`src/logic/icc_pkg.sv`:
```
/*
  Package for the instruction class checker: opcode values, field positions,
  vector offset and register file sizes.
  Assumes a 32-bit bit numbering where word bit 31 is the MSB and opcode bit 0 is word bit 26.
*/
package icc_pkg;
  localparam int ICC_WORD_BITS = 32;
  localparam int ICC_WORD_BYTES = 4;
  localparam int ICC_REGFILE_ENTRIES = 32;
  localparam int ICC_OPC_MSB = 31;
  localparam int ICC_OPC_LSB = 26;
  localparam int ICC_XO_MSB = 10;
  localparam int ICC_XO_LSB = 1;
  localparam int ICC_AXO_MSB = 5;
  localparam int ICC_AXO_LSB = 1;
  localparam logic [31:0] ICC_PROGRAM_VECTOR = 32'h00000700;
  localparam logic [63:0] ICC_UNDEF_OPC_MAP = 64'h3300_0000_0040_0262;
  localparam logic [63:0] ICC_WIDE_OPC_MAP = 64'h4400_0000_4000_0004;
  localparam logic [5:0] ICC_OPC_SC = 6'h11;
  localparam logic [5:0] ICC_OPC_CR = 6'h13;
  localparam logic [5:0] ICC_OPC_EXT = 6'h1F;
  localparam logic [5:0] ICC_OPC_FPS = 6'h3B;
  localparam logic [5:0] ICC_OPC_FPD = 6'h3F;
  localparam logic [5:0] ICC_OPC_VEC = 6'h04;
  localparam logic [4:0] ICC_AXO_FSQRT = 5'h16;
  localparam logic [9:0] ICC_XO_TLBIA = 10'h172;
  localparam logic [1:0] ICC_ADDR_ALIGN = 2'h0;
  typedef enum logic [1:0] {
    ICC_CLASS_DEFINED = 2'b00,
    ICC_CLASS_ILLEGAL = 2'b01,
    ICC_CLASS_RESERVED = 2'b10
  } icc_class_t;
endpackage : icc_pkg

```
`src/logic/icc_xo_table.sv`:
```
/*
  Extended opcode lookup for the opcode groups that carry one.
  Assumes the caller only trusts the answer for those groups.
*/
`timescale 1ns/1ns
`default_nettype none
module icc_xo_table
  import icc_pkg::*;
(
  input wire logic [5:0] opc,
  input wire logic [9:0] xo,
  output logic assigned,
  output logic optional_absent
);
  logic [4:0] axo;
  assign axo = xo[4:0];
  always_comb begin
    assigned = 1'b0;
    optional_absent = 1'b0;
    case (opc)
      ICC_OPC_SC: assigned = (xo[0] == 1'b1);
      ICC_OPC_CR: begin
        case (xo)
          10'h000, 10'h010, 10'h021, 10'h032, 10'h081, 10'h096, 10'h0C1, 10'h0E1,
          10'h101, 10'h121, 10'h1A1, 10'h1C1, 10'h210: assigned = 1'b1;
          default: assigned = 1'b0;
        endcase
      end
      ICC_OPC_EXT: begin
        // Optional translation invalidate-all is trapped for software.
        optional_absent = (xo == ICC_XO_TLBIA);
        assigned = !optional_absent && (xo[9:0] != 10'h3FF);
      end
      ICC_OPC_FPS, ICC_OPC_FPD: begin
        // Square root in both precisions is left to software emulation.
        optional_absent = (axo == ICC_AXO_FSQRT);
        assigned = !optional_absent && (axo >= 5'h12);
        // Double-precision move and status forms use the whole field below the A-form range.
        if (opc == ICC_OPC_FPD && axo < 5'h12) begin
          case (xo)
            10'h000, 10'h00C, 10'h00E, 10'h00F, 10'h020, 10'h026, 10'h028, 10'h040,
            10'h046, 10'h048, 10'h086, 10'h088, 10'h108, 10'h247, 10'h2C7: assigned = 1'b1;
            default: assigned = 1'b0;
          endcase
        end
      end
      default: assigned = 1'b0;
    endcase
  end
endmodule : icc_xo_table
`default_nettype wire

```
`config.mk`:
```
export PLATFORM = sky130hd
export DESIGN_NAME = icc_xo_table
export DESIGN_NICKNAME = d
export VERILOG_FILES = /design/src/logic/icc_pkg.sv /design/src/logic/icc_xo_table.sv
export SDC_FILE = /design/constraint.sdc
export NUM_CORES = 1
export LEC_CHECK = 0
export CAP_MARGIN = 20
export CORE_AREA = 4 4 41 43
export DETAILED_ROUTE_END_ITERATION = 10
export DIE_AREA = 0 0 45 47
export DONT_BUFFER_PORTS = 1
export PLACE_DENSITY_LB_ADDON = 0.08
export SLEW_MARGIN = 20
export SYNTH_ARGS = -nofsm -noshare
export SYNTH_HDL_FRONTEND = slang
export SYNTH_SLANG_ARGS = --single-unit
```
`constraint.sdc`:
```
create_clock -name vclk -period 3.63
set_clock_uncertainty 0.15 [all_clocks]
set_input_delay 0.726 -clock vclk [all_inputs]
set_output_delay 0.726 -clock vclk [all_outputs]
set_load 0.005 [all_outputs]
```
==> impl_metrics.tcl <==
set metrics [dict create \
    critPathRequiredTime_ns 2.75 \
    first_pass_iters 4 \
    syn_inst 65 \
    layout-drive-gt1-share 0.0656 \
    synth_cell_types 40 \
    worst_pin_slew_ns 0.398 \
    sw_frac_of_total 0.444 \
    rows 13 \
    setup_ws_ns 0.963 \
    start_util 0.329 \
    worstPathArrival_ns 1.79 \
    run_status "complete, no violations" \
    die_w_um 45 \
    p_seq_frac 0 \
    yosysTopAreaCell "nor3_1" \
    cp-start-kind "input port" \
    routed_wl_um 1200 \
    num-fill-cells 161 \
    syn_area_um2 428 \
    pwr-share-comb 1.000 \
    ioPinCount 18 \
    antenna_cells 0 \
    p_leak_uw 0.000134 \
    clock_buffers 0 \
    fmax_mhz 375 \
    design.seq.count 0 \
    io_buffers 0 \
    syn_avg_cell_area_um2 6.58 \
    min_period_ns 2.67 \
    num_vias 483 \
    mostFrequentLayoutCell "nand2_1" \
    cp_cell_sequence "or4_2, o221ai_1, a21o_1, a211o_1" \
    postRouteAntennaNets 0 \
    grt_pass1_vias 501 \
    crit_path_end_kind "primary output" \
    area_delta_synth_final_pct -2.34 \
    p_sw_uw 9.91 \
    power.internal_uw 12.4 \
    hold_violations 0 \
    fin_tns_setup_ns 0 \
    grt_antenna_before_repair 0 \
    slowest_stage "or4_2" \
    detail_route.wl_per_cell_um 15.8 \
    fp.dieArea_um2 2120 \
    cpPeakStageDelay_ns 0.64 \
    final_nets 79 \
    rsz0062_at_grt "false" \
    path_class "in2out" \
    hp-class "in2out" \
    finalMaxSlewViolations 0 \
    register_area_um2 0 \
    post-cts-setup-buffers 0 \
    grt_pass1_wl_um 2040 \
    yosysWarnings 0 \
    globalplace.congestion 0.738 \
    critPathBufInv 0 \
    cts_resized 0 \
    multi_input_area_um2 384 \
    power_uw 22.3 \
    drtIter0Drc 6 \
    grt_use_total 0.120 \
    path_max_fanout 8 \
    synth-seq-area-share 0 \
    place_ws_ns 0.969 \
    grt_max_degree 15 \
    period_share 0.735 \
    syn_nets 81 \
    power_density_nw_per_um2 53.4 \
    via_per_inst 6.36 \
    gr-total-overflow 0 \
    ir_worst_vdd_mv 0.0162 \
    path_delay_family "simple AND/OR/NAND/NOR gates" \
    drc_errors 0 \
    drv_cap 0 \
    coreArea_um2 1300 \
    max_slew_margin 0.732 \
    holdBufCountCts 0 \
    synth_top_area_share 0.0585 \
    p_clk_frac 0 \
    setup_violations 0 \
    synthTopCellsByArea "nor3_1 (5.8%), nand2_1 (5.3%), nor3b_1 (5.3%)" \
    final_cell_mix "nand2_1 (6), nor3_1 (5), nor2_1 (4), inv_1 (4), nand3_1 (4)" \
    die_y_um 47 \
    hpwl_um 971 \
]
==> per-stage QoR <==
stage	instance area [µm²]	util	hold WS, ns	instances
global placement	418	0.321	1.41	76
detailed placement	418	0.321	1.41	76
finish	418	0.321	1.41	76
CTS	418	0.321	1.41	76
global route	418	0.321	1.41	76
floorplan	428	-	1.40	65
==> kinds of logic (layout without fill, tap and decap cells) <==
logic type | after synthesis | after routing | share of synthesized area
AOI/OAI and AO/OA | 17 | 17 | 0.316
muxes | 1 | 1 | 0.0234
xor gates and xnor gates | 1 | 1 | 0.0205
buffers and inverters | 8 | 4 | 0.102
and+or+nand+nor | 38 | 38 | 0.538
==> worst paths after layout <==
check	start	to	slack [ns]	depth (start not counted)
hold / removal	opc[5]	optional_absent	1.41	2
setup / recovery	xo[4]	assigned	0.96	4
==> power by group through the flow <==
stage               combinational [µW]  clock, µW  sequential, µW
finish                            22.3          0               0
global placement                  22.9          0               0
floorplan                         26.4          0               0
detailed placement                22.2          0               0
global route                      25.5          0               0
CTS                               22.3          0               0
==> area by class of cell <==
| cell class | count | area share |
|---|---|---|
| multi-input cells | 57 | 0.919 |
| well taps | 15 | 0.0449 |
| inverters | 4 | 0.0359 |
==> cell usage after synthesis (2+ instances only) <==
cell type and n:
nand2_1 6, nor3_1 5, inv_1 4, nand3_1 4, nor2_1 4, nor3b_1 3, buf_2 2, nand4_1 2
nor2b_1 2, nor4_1 2, o31ai_1 2
==> metal layers <==
metal  up-vias  track usage  routed length, µm  part of all wire
li1        252            -                  -                 -
met1       220        0.153                530              0.44
met2        11        0.229                594              0.49
met3         0      0.00766                 79             0.066
met4         0       0.0117                  0                 0
met5         -            0                  0                 0
Note: power is estimated with default switching activity, not from simulation.
